File: src/lin_status_defines.svh
// offsets, field positions, reset values and codes of the status responder
`ifndef LIN_STATUS_DEFINES_SVH
`define LIN_STATUS_DEFINES_SVH

`define CONFIG_OFFSET 12'h000
`define STATUS_OFFSET 12'h004
`define EVENT_OFFSET 12'h008
`define MASK_OFFSET 12'h00c

`define CFG_NAD_LSB 0
`define CFG_SLOT_LSB 8
`define NAD_RESET 7'h60
`define SLOT_RESET 2'h0

`define ERR_NONE 3'h0
`define ERR_RESET 3'h1
`define ERR_DATA 3'h4
`define ERR_CHECKSUM 3'h5
`define ERR_FRAMING 3'h6
`define ERR_PARITY 3'h7

`define APP_NONE 5'h00
`define APP_GLOBAL_HOT 5'h04
`define APP_DIAG_FAULT 5'h08

`define CODE_OPEN_LOAD 2'h0
`define CODE_OFF 2'h1
`define CODE_ON 2'h2
`define CODE_LATCHED 2'h3

`define NAD_HIGH 3'h6
`define STATUS_ID_BASE 3'h2
`define DIAG_CH_A 3
`define DIAG_CH_B 7
`define LAST_DATA_IDX 4'h7
`define CHECKSUM_IDX 4'h8
`define EVENT_WIDTH 2
`define SENSE_WIDTH 21

`endif

File: src/lin_status_pkg.sv
// types shared by the status responder files
package lin_status_pkg;
  typedef enum logic [1:0] {
    ST_IDLE = 2'b01,
    ST_SEND = 2'b10
  } resp_state_t;

  typedef struct packed {
    logic [7:0] on;
    logic [7:0] trip;
    logic hot;
    logic [1:0] local_hot;
    logic [1:0] open_load;
  } sense_t;

  typedef struct packed {
    logic [15:0] chan;
    logic [4:0] app;
    logic [2:0] err;
  } status_word_t;
endpackage

File: src/lin_status_responder.sv
// get-status responder with error field, channel codes and apb registers
`timescale 1ns/10ps
`default_nettype none
`include "lin_status_defines.svh"
module lin_status_responder (
  // clock and reset
  input wire logic core_clk,
  input wire logic rst_n,
  // apb slave
  input wire logic [11:0] paddr,
  input wire logic psel,
  input wire logic penable,
  input wire logic pwrite,
  input wire logic [31:0] pwdata,
  output var logic [31:0] prdata,
  output var logic pready,
  output var logic pslverr,
  // protocol engine
  input wire logic header_valid,
  input wire logic [7:0] header_pid,
  input wire logic [3:0] frame_error,
  input wire logic tx_ready,
  output var logic tx_valid,
  output var logic [7:0] tx_data,
  output var logic tx_last,
  // driver sense pins
  input wire logic [7:0] channel_on,
  input wire logic [7:0] overcurrent_fault,
  input wire logic thermal_shutdown,
  input wire logic [1:0] diag_thermal,
  input wire logic [1:0] open_load_fault,
  // interrupt
  output var logic irq
);
  // merge error code keeping the higher ranked
  function automatic logic [2:0] err_max(input logic [2:0] a, input logic [2:0] b);
    err_max = (a > b) ? a : b;
  endfunction

  // code of the highest frame error in a pulse vector
  function automatic logic [2:0] err_of(input logic [3:0] e);
    if (e[3]) err_of = `ERR_PARITY;
    else if (e[2]) err_of = `ERR_FRAMING;
    else if (e[1]) err_of = `ERR_CHECKSUM;
    else if (e[0]) err_of = `ERR_DATA;
    else err_of = `ERR_NONE;
  endfunction

  // protected identifier with its two parity bits
  function automatic logic [7:0] pid_of(input logic [5:0] id);
    logic p0;
    logic p1;
    p0 = id[0] ^ id[1] ^ id[2] ^ id[4];
    p1 = ~(id[1] ^ id[3] ^ id[4] ^ id[5]);
    pid_of = {p1, p0, id};
  endfunction

  // add with carry wrap for the enhanced checksum
  function automatic logic [7:0] csum_add(input logic [7:0] a, input logic [7:0] b);
    logic [8:0] s;
    s = {1'b0, a} + {1'b0, b};
    csum_add = s[7:0] + {7'h00, s[8]};
  endfunction

  lin_status_pkg::sense_t sense_raw;
  lin_status_pkg::sense_t sense;
  lin_status_pkg::resp_state_t state;
  lin_status_pkg::resp_state_t next_state;
  lin_status_pkg::status_word_t snap;
  lin_status_pkg::status_word_t next_snap;
  logic [6:0] nad;
  logic [6:0] next_nad;
  logic [1:0] slot;
  logic [1:0] next_slot;
  logic [`EVENT_WIDTH-1:0] event_flags;
  logic [`EVENT_WIDTH-1:0] next_event_flags;
  logic [`EVENT_WIDTH-1:0] mask;
  logic [`EVENT_WIDTH-1:0] next_mask;
  logic [`EVENT_WIDTH-1:0] read_taken;
  logic [`EVENT_WIDTH-1:0] next_read_taken;
  logic [2:0] err_code;
  logic [2:0] next_err_code;
  logic [3:0] idx;
  logic [3:0] next_idx;
  logic [7:0] csum_acc;
  logic [7:0] next_csum_acc;
  logic [7:0] next_tx_data;
  logic next_tx_valid;
  logic next_tx_last;
  logic [31:0] next_prdata;
  logic next_pready;
  logic next_pslverr;
  logic next_irq;
  logic [15:0] chan_code;
  logic [4:0] app_code;
  logic [7:0] status_pid;
  logic nad_ok;
  logic hit;
  logic hs;
  logic apb_done;
  logic [31:0] read_value;
  logic read_ok;

  assign sense_raw = {channel_on, overcurrent_fault, thermal_shutdown, diag_thermal,
                      open_load_fault};

  bit_sync #(.WIDTH(`SENSE_WIDTH)) u_sense_sync (
    .core_clk(core_clk),
    .rst_n(rst_n),
    .async_in(sense_raw),
    .sync_out(sense)
  );

  // channel status codes and fault code of this device only
  always_comb begin
    chan_code = '0;
    for (int i = 0; i < 8; i++) begin
      logic diag;
      logic local_t;
      diag = (i == `DIAG_CH_A) || (i == `DIAG_CH_B);
      local_t = (i == `DIAG_CH_A) ? sense.local_hot[0] :
                (i == `DIAG_CH_B) ? sense.local_hot[1] : 1'b0;
      if (sense.trip[i] || local_t) begin
        chan_code[2*i +: 2] = `CODE_LATCHED;
      end else if (sense.on[i] && !sense.hot) begin
        chan_code[2*i +: 2] = `CODE_ON;
      end else if (diag && !sense.on[i] &&
                   sense.open_load[(i == `DIAG_CH_A) ? 0 : 1]) begin
        chan_code[2*i +: 2] = `CODE_OPEN_LOAD;
      end else begin
        chan_code[2*i +: 2] = `CODE_OFF;
      end
    end
    if (sense.hot) begin
      app_code = `APP_GLOBAL_HOT;
    end else if (sense.trip[`DIAG_CH_A] || sense.trip[`DIAG_CH_B] || (|sense.local_hot)) begin
      app_code = `APP_DIAG_FAULT;
    end else begin
      app_code = `APP_NONE;
    end
  end

  // identifier owned by node address and slot
  always_comb begin
    nad_ok = (nad[6:4] == `NAD_HIGH) && !nad[0] && (nad[3:1] != 3'h7);
    status_pid = pid_of({nad[3:1], 3'(`STATUS_ID_BASE + {1'b0, slot})});
    hit = header_valid && nad_ok && (header_pid == status_pid);
  end

  assign hs = tx_valid && tx_ready;

  // response sequencer
  always_comb begin
    next_state = state;
    next_idx = idx;
    next_snap = snap;
    next_csum_acc = csum_acc;
    next_tx_valid = tx_valid;
    next_tx_data = tx_data;
    next_tx_last = tx_last;
    case (state)
      lin_status_pkg::ST_IDLE: begin
        if (hit) begin
          next_snap = '{chan: chan_code, app: app_code, err: err_code};
          next_state = lin_status_pkg::ST_SEND;
          next_idx = 4'h0;
          next_csum_acc = header_pid;
          next_tx_valid = 1'b1;
          next_tx_data = {err_code, app_code};
          next_tx_last = 1'b0;
        end
      end
      lin_status_pkg::ST_SEND: begin
        if (hs) begin
          next_csum_acc = csum_add(csum_acc, tx_data);
          next_idx = 4'(idx + 4'h1);
          if (idx == `CHECKSUM_IDX) begin
            next_state = lin_status_pkg::ST_IDLE;
            next_tx_valid = 1'b0;
            next_tx_last = 1'b0;
            next_tx_data = 8'h00;
          end else if (idx == `LAST_DATA_IDX) begin
            next_tx_data = ~csum_add(csum_acc, tx_data);
            next_tx_last = 1'b1;
          end else if (idx == 4'h0) begin
            next_tx_data = snap.chan[7:0];
          end else if (idx == 4'h1) begin
            next_tx_data = snap.chan[15:8];
          end else begin
            next_tx_data = 8'h00;
          end
        end
      end
      default: begin
        next_state = lin_status_pkg::ST_IDLE;
        next_tx_valid = 1'b0;
        next_tx_last = 1'b0;
      end
    endcase
  end

  // error field: rank merge, clear on send, new error wins
  always_comb begin
    next_err_code = err_code;
    if (hs && (idx == 4'h0) && (err_code == tx_data[7:5])) begin
      next_err_code = `ERR_NONE;
    end
    next_err_code = err_max(next_err_code, err_of(frame_error));
  end

  // apb access, events and interrupt
  always_comb begin
    read_value = 32'h0000_0000;
    read_ok = 1'b1;
    case (paddr)
      `CONFIG_OFFSET: read_value = {22'h0, slot, 1'b0, nad};
      `STATUS_OFFSET: read_value = {8'h00, chan_code, app_code, err_code};
      `EVENT_OFFSET: read_value = {30'h0, event_flags};
      `MASK_OFFSET: read_value = {30'h0, mask};
      default: read_ok = 1'b0;
    endcase
    apb_done = psel && penable && pready;
    next_pready = psel && penable && !pready;
    next_prdata = prdata;
    next_pslverr = 1'b0;
    next_read_taken = read_taken;
    if (next_pready) begin
      next_prdata = pwrite ? 32'h0000_0000 : read_value;
      next_pslverr = !read_ok;
      next_read_taken = (!pwrite && paddr == `EVENT_OFFSET) ? event_flags : '0;
    end
    next_nad = nad;
    next_slot = slot;
    next_mask = mask;
    next_event_flags = event_flags;
    if (apb_done && pwrite && paddr == `CONFIG_OFFSET) begin
      next_nad = pwdata[`CFG_NAD_LSB +: 7];
      next_slot = pwdata[`CFG_SLOT_LSB +: 2];
    end
    if (apb_done && pwrite && paddr == `MASK_OFFSET) begin
      next_mask = pwdata[`EVENT_WIDTH-1:0];
    end
    if (apb_done && !pwrite && paddr == `EVENT_OFFSET) begin
      next_event_flags = event_flags & ~read_taken;
    end
    next_event_flags = next_event_flags |
                       {(|frame_error), (hs && idx == `CHECKSUM_IDX)};
    next_irq = |(next_event_flags & mask);
  end

  always_ff @(posedge core_clk or negedge rst_n) begin
    if (!rst_n) begin
      state <= lin_status_pkg::ST_IDLE;
      idx <= 4'h0;
      snap <= '0;
      csum_acc <= 8'h00;
      tx_valid <= 1'b0;
      tx_data <= 8'h00;
      tx_last <= 1'b0;
      err_code <= `ERR_RESET;
      nad <= `NAD_RESET;
      slot <= `SLOT_RESET;
      mask <= '0;
      event_flags <= '0;
      read_taken <= '0;
      prdata <= 32'h0000_0000;
      pready <= 1'b0;
      pslverr <= 1'b0;
      irq <= 1'b0;
    end else begin
      state <= next_state;
      idx <= next_idx;
      snap <= next_snap;
      csum_acc <= next_csum_acc;
      tx_valid <= next_tx_valid;
      tx_data <= next_tx_data;
      tx_last <= next_tx_last;
      err_code <= next_err_code;
      nad <= next_nad;
      slot <= next_slot;
      mask <= next_mask;
      event_flags <= next_event_flags;
      read_taken <= next_read_taken;
      prdata <= next_prdata;
      pready <= next_pready;
      pslverr <= next_pslverr;
      irq <= next_irq;
    end
  end
endmodule // lin_status_responder
`default_nettype wire

File: src/bit_sync.sv
// two-flop synchroniser for the driver sense pins
`timescale 1ns/10ps
`default_nettype none
module bit_sync #(
  parameter int WIDTH = 21
) (
  // clock and reset
  input wire logic core_clk,
  input wire logic rst_n,
  // data
  input wire logic [WIDTH-1:0] async_in,
  output var logic [WIDTH-1:0] sync_out
);
  logic [WIDTH-1:0] stage1;

  always_ff @(posedge core_clk or negedge rst_n) begin
    if (!rst_n) begin
      stage1 <= '0;
      sync_out <= '0;
    end else begin
      stage1 <= async_in;
      sync_out <= stage1;
    end
  end
endmodule // bit_sync
`default_nettype wire

File: config.mk
export PLATFORM = sky130hd
export DESIGN_NAME = lin_status_responder
export DESIGN_NICKNAME = d
export VERILOG_FILES = /design/src/lin_status_pkg.sv /design/src/lin_status_responder.sv /design/src/bit_sync.sv
export VERILOG_INCLUDE_DIRS = /design/src
export SDC_FILE = /design/constraint.sdc
export NUM_CORES = 1
export LEC_CHECK = 0
export BUFFER_PORTS_ARGS = -buffer_cell sky130_fd_sc_hd__buf_2
export CAP_MARGIN = 20
export CORE_MARGIN = 4
export CORE_UTILIZATION = 49
export CTS_CLUSTER_DIAMETER = 60
export DETAILED_ROUTE_END_ITERATION = 8
export GPL_TIMING_DRIVEN = 1
export PLACE_DENSITY = 0.76
export RECOVER_POWER = 50
export SETUP_SLACK_MARGIN = 0.4
export SYNTH_ARGS = -nofsm -noshare
export SYNTH_HDL_FRONTEND = slang
export SYNTH_SLANG_ARGS = --single-unit
File: constraint.sdc
create_clock -name core_clk -period 3.1 [get_ports core_clk]
set_clock_uncertainty 0.1 [all_clocks]
set_input_delay 0.775 -clock core_clk [delete_from_list [all_inputs] [get_ports core_clk]]
set_output_delay 0.775 -clock core_clk [all_outputs]
set_load 0.05 [all_outputs]
==> flow_metrics.env, run 1 <==
export IMPL_grt_overflow=0
export IMPL_grt_pass1_wl_mm=22.4
export IMPL_cts_root_buffer="clkbuf_16"
export IMPL_viasPerCell=5.57
export IMPL_regArea_um2=3140
export IMPL_cts_buffers=17
export IMPL_dpl_cell_count=741
export IMPL_clock_path_buffers=2
export IMPL_total_power_mw=6.11
export IMPL_grt_usage_pct=22.0
export IMPL_crit_chain="ha_4 > fa_2 > a211oi_4 > o21ai_2 > a21o_1 > a21o_1 > ha_4 > ha_4 > nand3b_1 > mux2i_2 > xnor2_2 > a222oi_1 > o21ai_1"
export IMPL_fmax_mhz=321
export IMPL_worstPathRequired_ps=3290
export IMPL_synth_ff_type="dfrtp_1"
export IMPL_antenna_found_initial=0
export IMPL_status="finished with violations"
export IMPL_ys_types=58
export IMPL_finalNonFillerCells=795
export IMPL_cts_tree="done"
export IMPL_ant_nets=0
export IMPL_critPathMaxFanout=3
export IMPL_setup_violations=4
export IMPL_async_flop_share_pct=100
export IMPL_io_pin_count=129
export IMPL_synthCells=514
export IMPL_die_y_um=115
export IMPL_core_area_um2=11000
export IMPL_drive_gt1_share_pct=33.6
export IMPL_area_growth_pct=29.9
export IMPL_avgSynthCellArea_um2=10.9
export IMPL_path_class="reg2reg"
export IMPL_worstMarginPinSlew_ps=1350
export IMPL_hold_viol_final=0
export IMPL_start_util_pct=50.8
export IMPL_synth_warnings=0
export IMPL_drtIter0Drc=362
export IMPL_drc=0
export IMPL_fin_crit_sh_pct=101
export IMPL_die_x_um=115
export IMPL_grt_pass1_vias=4516
export IMPL_grt_start_max_net_pins=59
export IMPL_fill_cells=825
export IMPL_final_common_cell="dfrtp_1"
export IMPL_hpwl_mm=9.54
export IMPL_die_area_um2=13200
export IMPL_cp_data_arrival_time_ps=3310
export IMPL_rsz0062_at_grt="yes"
export IMPL_wirelength_mm=14.6
export IMPL_clkTransAtPathRegs_ps=60
export IMPL_fin_ws_ps=-18.1
export IMPL_slowest_delay_ps=420
export IMPL_layout_common_cells="118 x dfrtp_1, 96 x buf_2, 73 x nand2_1, 42 x o21ai_0, 24 x buf_4"
export IMPL_dr_pass1_iters=5
export IMPL_numPortBuffers=96
export IMPL_rows=38
export IMPL_n_antenna_cell=0
export IMPL_synth_seq_cells=125
export IMPL_synth_seq_area_share_pct=55.9
export IMPL_cpMostUsedCell="ha_4"
export IMPL_multi_input_area_um2=2560
export IMPL_worstHoldPathType="reg2reg"
export IMPL_powerDensity_nw_per_um2=839
export IMPL_cts_sinks=125
export IMPL_gp_congestion=0.976
export IMPL_critPathLaunchType="flop"
export IMPL_num_vias=4425
export IMPL_cellLeakagePower_nw=3.52
export IMPL_nNetsFinal=743
export IMPL_ir_worst_vdd_mv=0.670
export IMPL_clock_latency_ps=410
export IMPL_violations="negative setup slack"
export IMPL_synth_edf_count=0
export IMPL_cap_violations=0
export IMPL_htree_num_levels=4
export IMPL_crit_slowest_cell="dfrtp_2"
export IMPL_max_slew_margin_pct=9.80
export IMPL_fin_crit_ps=3120
export IMPL_worst_setup_path_end_kind="flop"
export IMPL_finalMaxSlewViolations=0
export IMPL_hold_buffers=0
export IMPL_synthesis_area_um2=5600
export IMPL_routedWlPerCell_um=18.4
-- synthesized netlist by cell type (10+ instances only) --
cell type,count,area [um2]
a21oi_1,20,100
inv_1,11,41.3
o21ai_0,49,245
ha_1,16,200
a21o_1,10,75.1
dfrtp_1,121,3030
nor2_1,23,86.3
clkbuf_1,11,41.3
mux2_2,11,124
nor3_1,12,60.1
nand2_1,74,278
xnor2_1,13,114
nand3_1,13,65.1
-- cell type report --
class / count / share of cell area, %
inverter: 11 / 0.567
sequential: 125 / 43.1
tap: 140 / 2.41
clock inverter: 14 / 2.44
timing repair buffer: 129 / 10.3
multi-input combinational: 358 / 35.2
clock buffer: 18 / 5.90
-- final timing paths --
check | depth (start not counted) | endpoint | start | slack (ps)
max in group asynchronous | 2 | tx_data[0] | rst_n | 520
setup reg to reg | 13 | tx_data[4] | tx_data[0] | -20
hold reg to reg | 0 | u_sense_sync.sync_out[10] | u_sense_sync.stage1[10] | 240
min in group asynchronous | 1 | u_sense_sync.stage1[20] | rst_n | 580
setup / recovery | 13 | tx_data[4] | tx_data[0] | -20
hold / removal | 0 | u_sense_sync.sync_out[10] | u_sense_sync.stage1[10] | 240
-- routing by layer --
| layer | up-vias | track usage [%] | routed length, um |
|---|---|---|---|
| met5 | - | 0 | 0 |
| met4 | 0 | 8.84 | 420 |
| met3 | 31 | 6.37 | 1080 |
| met2 | 178 | 35.3 | 7320 |
| met1 | 2146 | 28.2 | 5810 |
| li1 | 2070 | - | - |
-- power breakdown --
part | total, mW | leakage (nW) | internal, mW | switching (mW)
registers | 2.02 | 1.60 | 1.81 | 0.205
clock network | 2.04 | 0.297 | 1.28 | 0.757
logic | 2.05 | 1.63 | 0.885 | 1.17
total | 6.11 | 3.52 | 3.97 | 2.13
-- registers in the layout, summed over array words and instances, names as in the netlist --
name                   count
csum_acc                   8
pslverr                    1
prdata                    23
err_code                   3
event_flags                2
u_sense_sync.sync_out     21
mask                       2
idx                        4
read_taken                 2
tx_data                    8
snap                      16
irq                        1
u_sense_sync.stage1       21
state                      1
pready                     1
tx_valid                   1
tx_last                    1
nad                        7
slot                       2
-- per-stage QoR --
step / util (%) / setup WS [ps] / TNS [ps] / cell area, um2 / hold WS, ps
after floorplan: - / 104 / 0 / 5670 / 231
final: 66.0 / -18.1 / -38.6 / 7280 / 243
after global placement: 56.8 / 48.6 / 0 / 6270 / 234
after detailed placement: 56.8 / -10.4 / -13.8 / 6270 / 235
after CTS: 63.7 / -8.52 / -8.52 / 7030 / 245
after global routing: 66.0 / -176 / -713 / 7280 / 249
-- logic make-up (layout without fill, tap and decap cells) --
kind of cell	Yosys count	count (layout)	share of synthesized area, %
simple gates	168	168	14.9
flops	125	125	55.9
other cells	1	9	0.0669
compound gates	121	121	13.5
buf+inv	39	172	3.57
xor+xnor	21	21	3.53
mux	22	22	4.62
fa+ha+maj	17	17	3.93
-- what timing repair did --
item,CTS,global route
buffers inserted,12,9
endpoints found under the setup margin,16,26
pin swaps,16,25
resized for setup,13,38
-- worst max-delay path: cells and delay by family, from the launching register on --
kind | cells | cell delay (ps)
mux | 1 | 110
compound gates | 6 | 1190
xor+xnor | 1 | 190
simple gates | 1 | 90
flops | 1 | 420
fa+ha+maj | 4 | 890
No activity file was read; power rests on OpenSTA's default activity.
==> run 2, diff against run 1 <==
CTS_CLUSTER_DIAMETER = default   (was 60)
CTS_CLUSTER_SIZE = 24   (was default)
PLACE_DENSITY = default   (was 0.76)
PLACE_DENSITY_LB_ADDON = 0.15   (was default)
==> flow_metrics.env, run 2 (synthesis results as in run 1) <==
export IMPL_status="finished with violations"
export IMPL_violations="negative setup slack"
export IMPL_crit_buf_inv=1
export IMPL_finalMaxSlewViolations=0
export IMPL_p_switching_mw=2.01
export IMPL_clock_latency_ps=420
export IMPL_top_register="prdata"
export IMPL_ant_nets=0
export IMPL_internal_power_mw=3.70
export IMPL_io_pin_count=129
export IMPL_p_sw_share_pct=35.2
export IMPL_power_share_clock_pct=30.2
export IMPL_routedWlPerCell_um=17.3
export IMPL_final_cell_area_um2=7140
export IMPL_n_antenna_cell=0
export IMPL_cts_buffers=17
export IMPL_p_seq_share_pct=35.5
export IMPL_critPathMaxFanout=3
export IMPL_grt_usage_pct=20.8
export IMPL_min_to="u_sense_sync.sync_out[16]"
export IMPL_area_growth_pct=27.5
export IMPL_cpMostUsedCell="ha_4"
export IMPL_wirelength_mm=13.6
export IMPL_use_met3_pct=5.47
export IMPL_rows=38
export IMPL_drc=0
export IMPL_critPathTopFamily="compound AO/OA/AOI/OAI gates"
export IMPL_top_usage_layer="met2"
export IMPL_die_area_um2=13200
export IMPL_largest_reg_flops=23
export IMPL_grt_pass1_vias=4361
export IMPL_fmax_mhz=317
export IMPL_total_power_mw=5.70
export IMPL_clkTransAtPathRegs_ps=50
export IMPL_cts_tree="done"
export IMPL_cellLeakagePower_nw=3.42
export IMPL_fin_crit_sh_pct=102
export IMPL_worstPathRequired_ps=3290
export IMPL_grt_util_met2_pct=32.8
export IMPL_hpwl_mm=9.46
export IMPL_reg2reg_slack_ps=-50
export IMPL_r2r_cells=14
export IMPL_nNetsFinal=737
export IMPL_cp_data_arrival_time_ps=3350
export IMPL_use_met1_pct=26.6
export IMPL_powerDensity_nw_per_um2=799
export IMPL_grt_pass1_wl_mm=21.2
export IMPL_crit_slowest_cell="dfrtp_2"
export IMPL_clock_path_buffers=2
export IMPL_htree_num_levels=4
export IMPL_cap_violations=0
export IMPL_gp_congestion=0.948
export IMPL_start_util_pct=50.8
export IMPL_critPathLaunchType="flop"
export IMPL_fill_cells=869
export IMPL_cts_sinks=125
export IMPL_num_vias=4356
export IMPL_slowest_delay_ps=420
export IMPL_r2r_start="tx_data[0]"
export IMPL_utilization_pct=64.7
export IMPL_ir_worst_vdd_mv=0.486
export IMPL_grt_overflow=0
export IMPL_holdPathStages=0
export IMPL_worstHoldPathType="reg2reg"
export IMPL_numPortBuffers=96
export IMPL_setup_violations=3
export IMPL_path_class="reg2reg"
export IMPL_drtIter0Drc=260
export IMPL_hold_viol_final=0
export IMPL_hp_start="u_sense_sync.stage1[16]"
export IMPL_placed_area_um2=6280
export IMPL_worstMarginPinSlew_ps=1290
export IMPL_grt_start_max_net_pins=54
export IMPL_viasPerCell=5.53
export IMPL_max_slew_margin_pct=13.8
export IMPL_die_y_um=115
export IMPL_antenna_found_initial=0
export IMPL_worst_setup_path_end_kind="flop"
export IMPL_rsz0062_at_grt="yes"
export IMPL_dr_pass1_iters=4
export IMPL_layout_common_cells="117 x dfrtp_1, 95 x buf_2, 74 x nand2_1, 42 x o21ai_0, 22 x nor2_1"
export IMPL_holdWs_ps=245
export IMPL_comb_power_share_pct=34.2
export IMPL_core_area_um2=11000
export IMPL_die_x_um=115
export IMPL_regToRegEndpoint="tx_data[4]"
export IMPL_final_common_cell="dfrtp_1"
export IMPL_drive_gt1_share_pct=32.4
export IMPL_fin_ws_ps=-53.6
export IMPL_cts_root_buffer="clkbuf_16"
export IMPL_crit_chain="ha_4 > fa_2 > a211oi_4 > o21ai_2 > a21o_1 > a21o_1 > ha_4 > ha_4 > nand3b_1 > mux2i_1 > xnor2_1 > buf_4 > a222oi_1 > o21ai_1"
export IMPL_fin_crit_ps=3150
export IMPL_top_regs="prdata (23), u_sense_sync.stage1 (21), u_sense_sync.sync_out (21)"
==> run 2: repair_timing <==
| action | 4_1_cts | 5_1_grt |
|---|---|---|
| hold buffers | 0 | 0 |
| resized for setup | 5 | 38 |
| endpoints found under the hold margin | 0 | 0 |
| pin swaps | 7 | 9 |
| setup buffers | 10 | 3 |
| setup endpoints to repair | 13 | 19 |
==> run 2: power by group through the flow <==
stage,registers (mW),logic (mW),clock network [mW]
4_1_cts,1.99,1.53,1.76
5_1_grt,2.05,2.11,1.83
2_1_floorplan,2.09,0.919,0
6_report,2.03,1.95,1.72
3_3_place_gp,2.01,1.35,0
3_5_place_dp,2.02,1.38,0
==> run 2: per-stage QoR <==
step / instances / worst slack, ps / setup TNS (ps)
floorplan: 522 / 104 / 0
global placement: 743 / 34.2 / 0
detailed placement: 743 / -21.2 / -21.2
CTS: 784 / 45.2 / 0
global route: 788 / -171 / -457
finish: 788 / -53.6 / -133
==> run 2: worst max path at each step <==
stage                startpoint     endpoint  slack [ps]  cells past startpoint
floorplan            tx_data[0]   tx_data[4]         100                     13
global placement     tx_data[0]  csum_acc[4]          30                     13
detailed placement   tx_data[0]  csum_acc[4]         -20                     13
CTS                 csum_acc[0]   tx_data[4]          50                     14
global route         tx_data[0]   tx_data[2]        -170                     14
finish               tx_data[0]   tx_data[4]         -50                     14
==> run 2: routing by layer <==
layer / share of wire [%] / wire, um / vias up
met4: 3.0 / 408 / 0
met2: 48 / 6570 / 136
met1: 43 / 5850 / 2130
li1: - / - / 2057
met5: 0 / 0 / -
met3: 5.7 / 776 / 33
==> run 2: final cells by class <==
type / instances / area [um2] / share of cell area (%)
flip-flops and latches: 125 / 3140 / 43.9
clock buffers: 17 / 425 / 5.96
inverters: 11 / 41.3 / 0.578
repair buffers: 123 / 692 / 9.69
clock inverters: 14 / 98.8 / 1.38
well taps: 140 / 175 / 2.45
multi-input cells: 358 / 2570 / 36.0
==> run 2: worst register-to-register path: stages, from the launching register on <==
cell and delay [ps]:
dfrtp_2 420, ha_4 170, fa_2 370, a211oi_4 290, o21ai_2 100, a21o_1 180
a21o_1 210, ha_4 180, ha_4 160, nand3b_1 80, mux2i_1 100, xnor2_1 150
buf_4 150, a222oi_1 270, o21ai_1 90
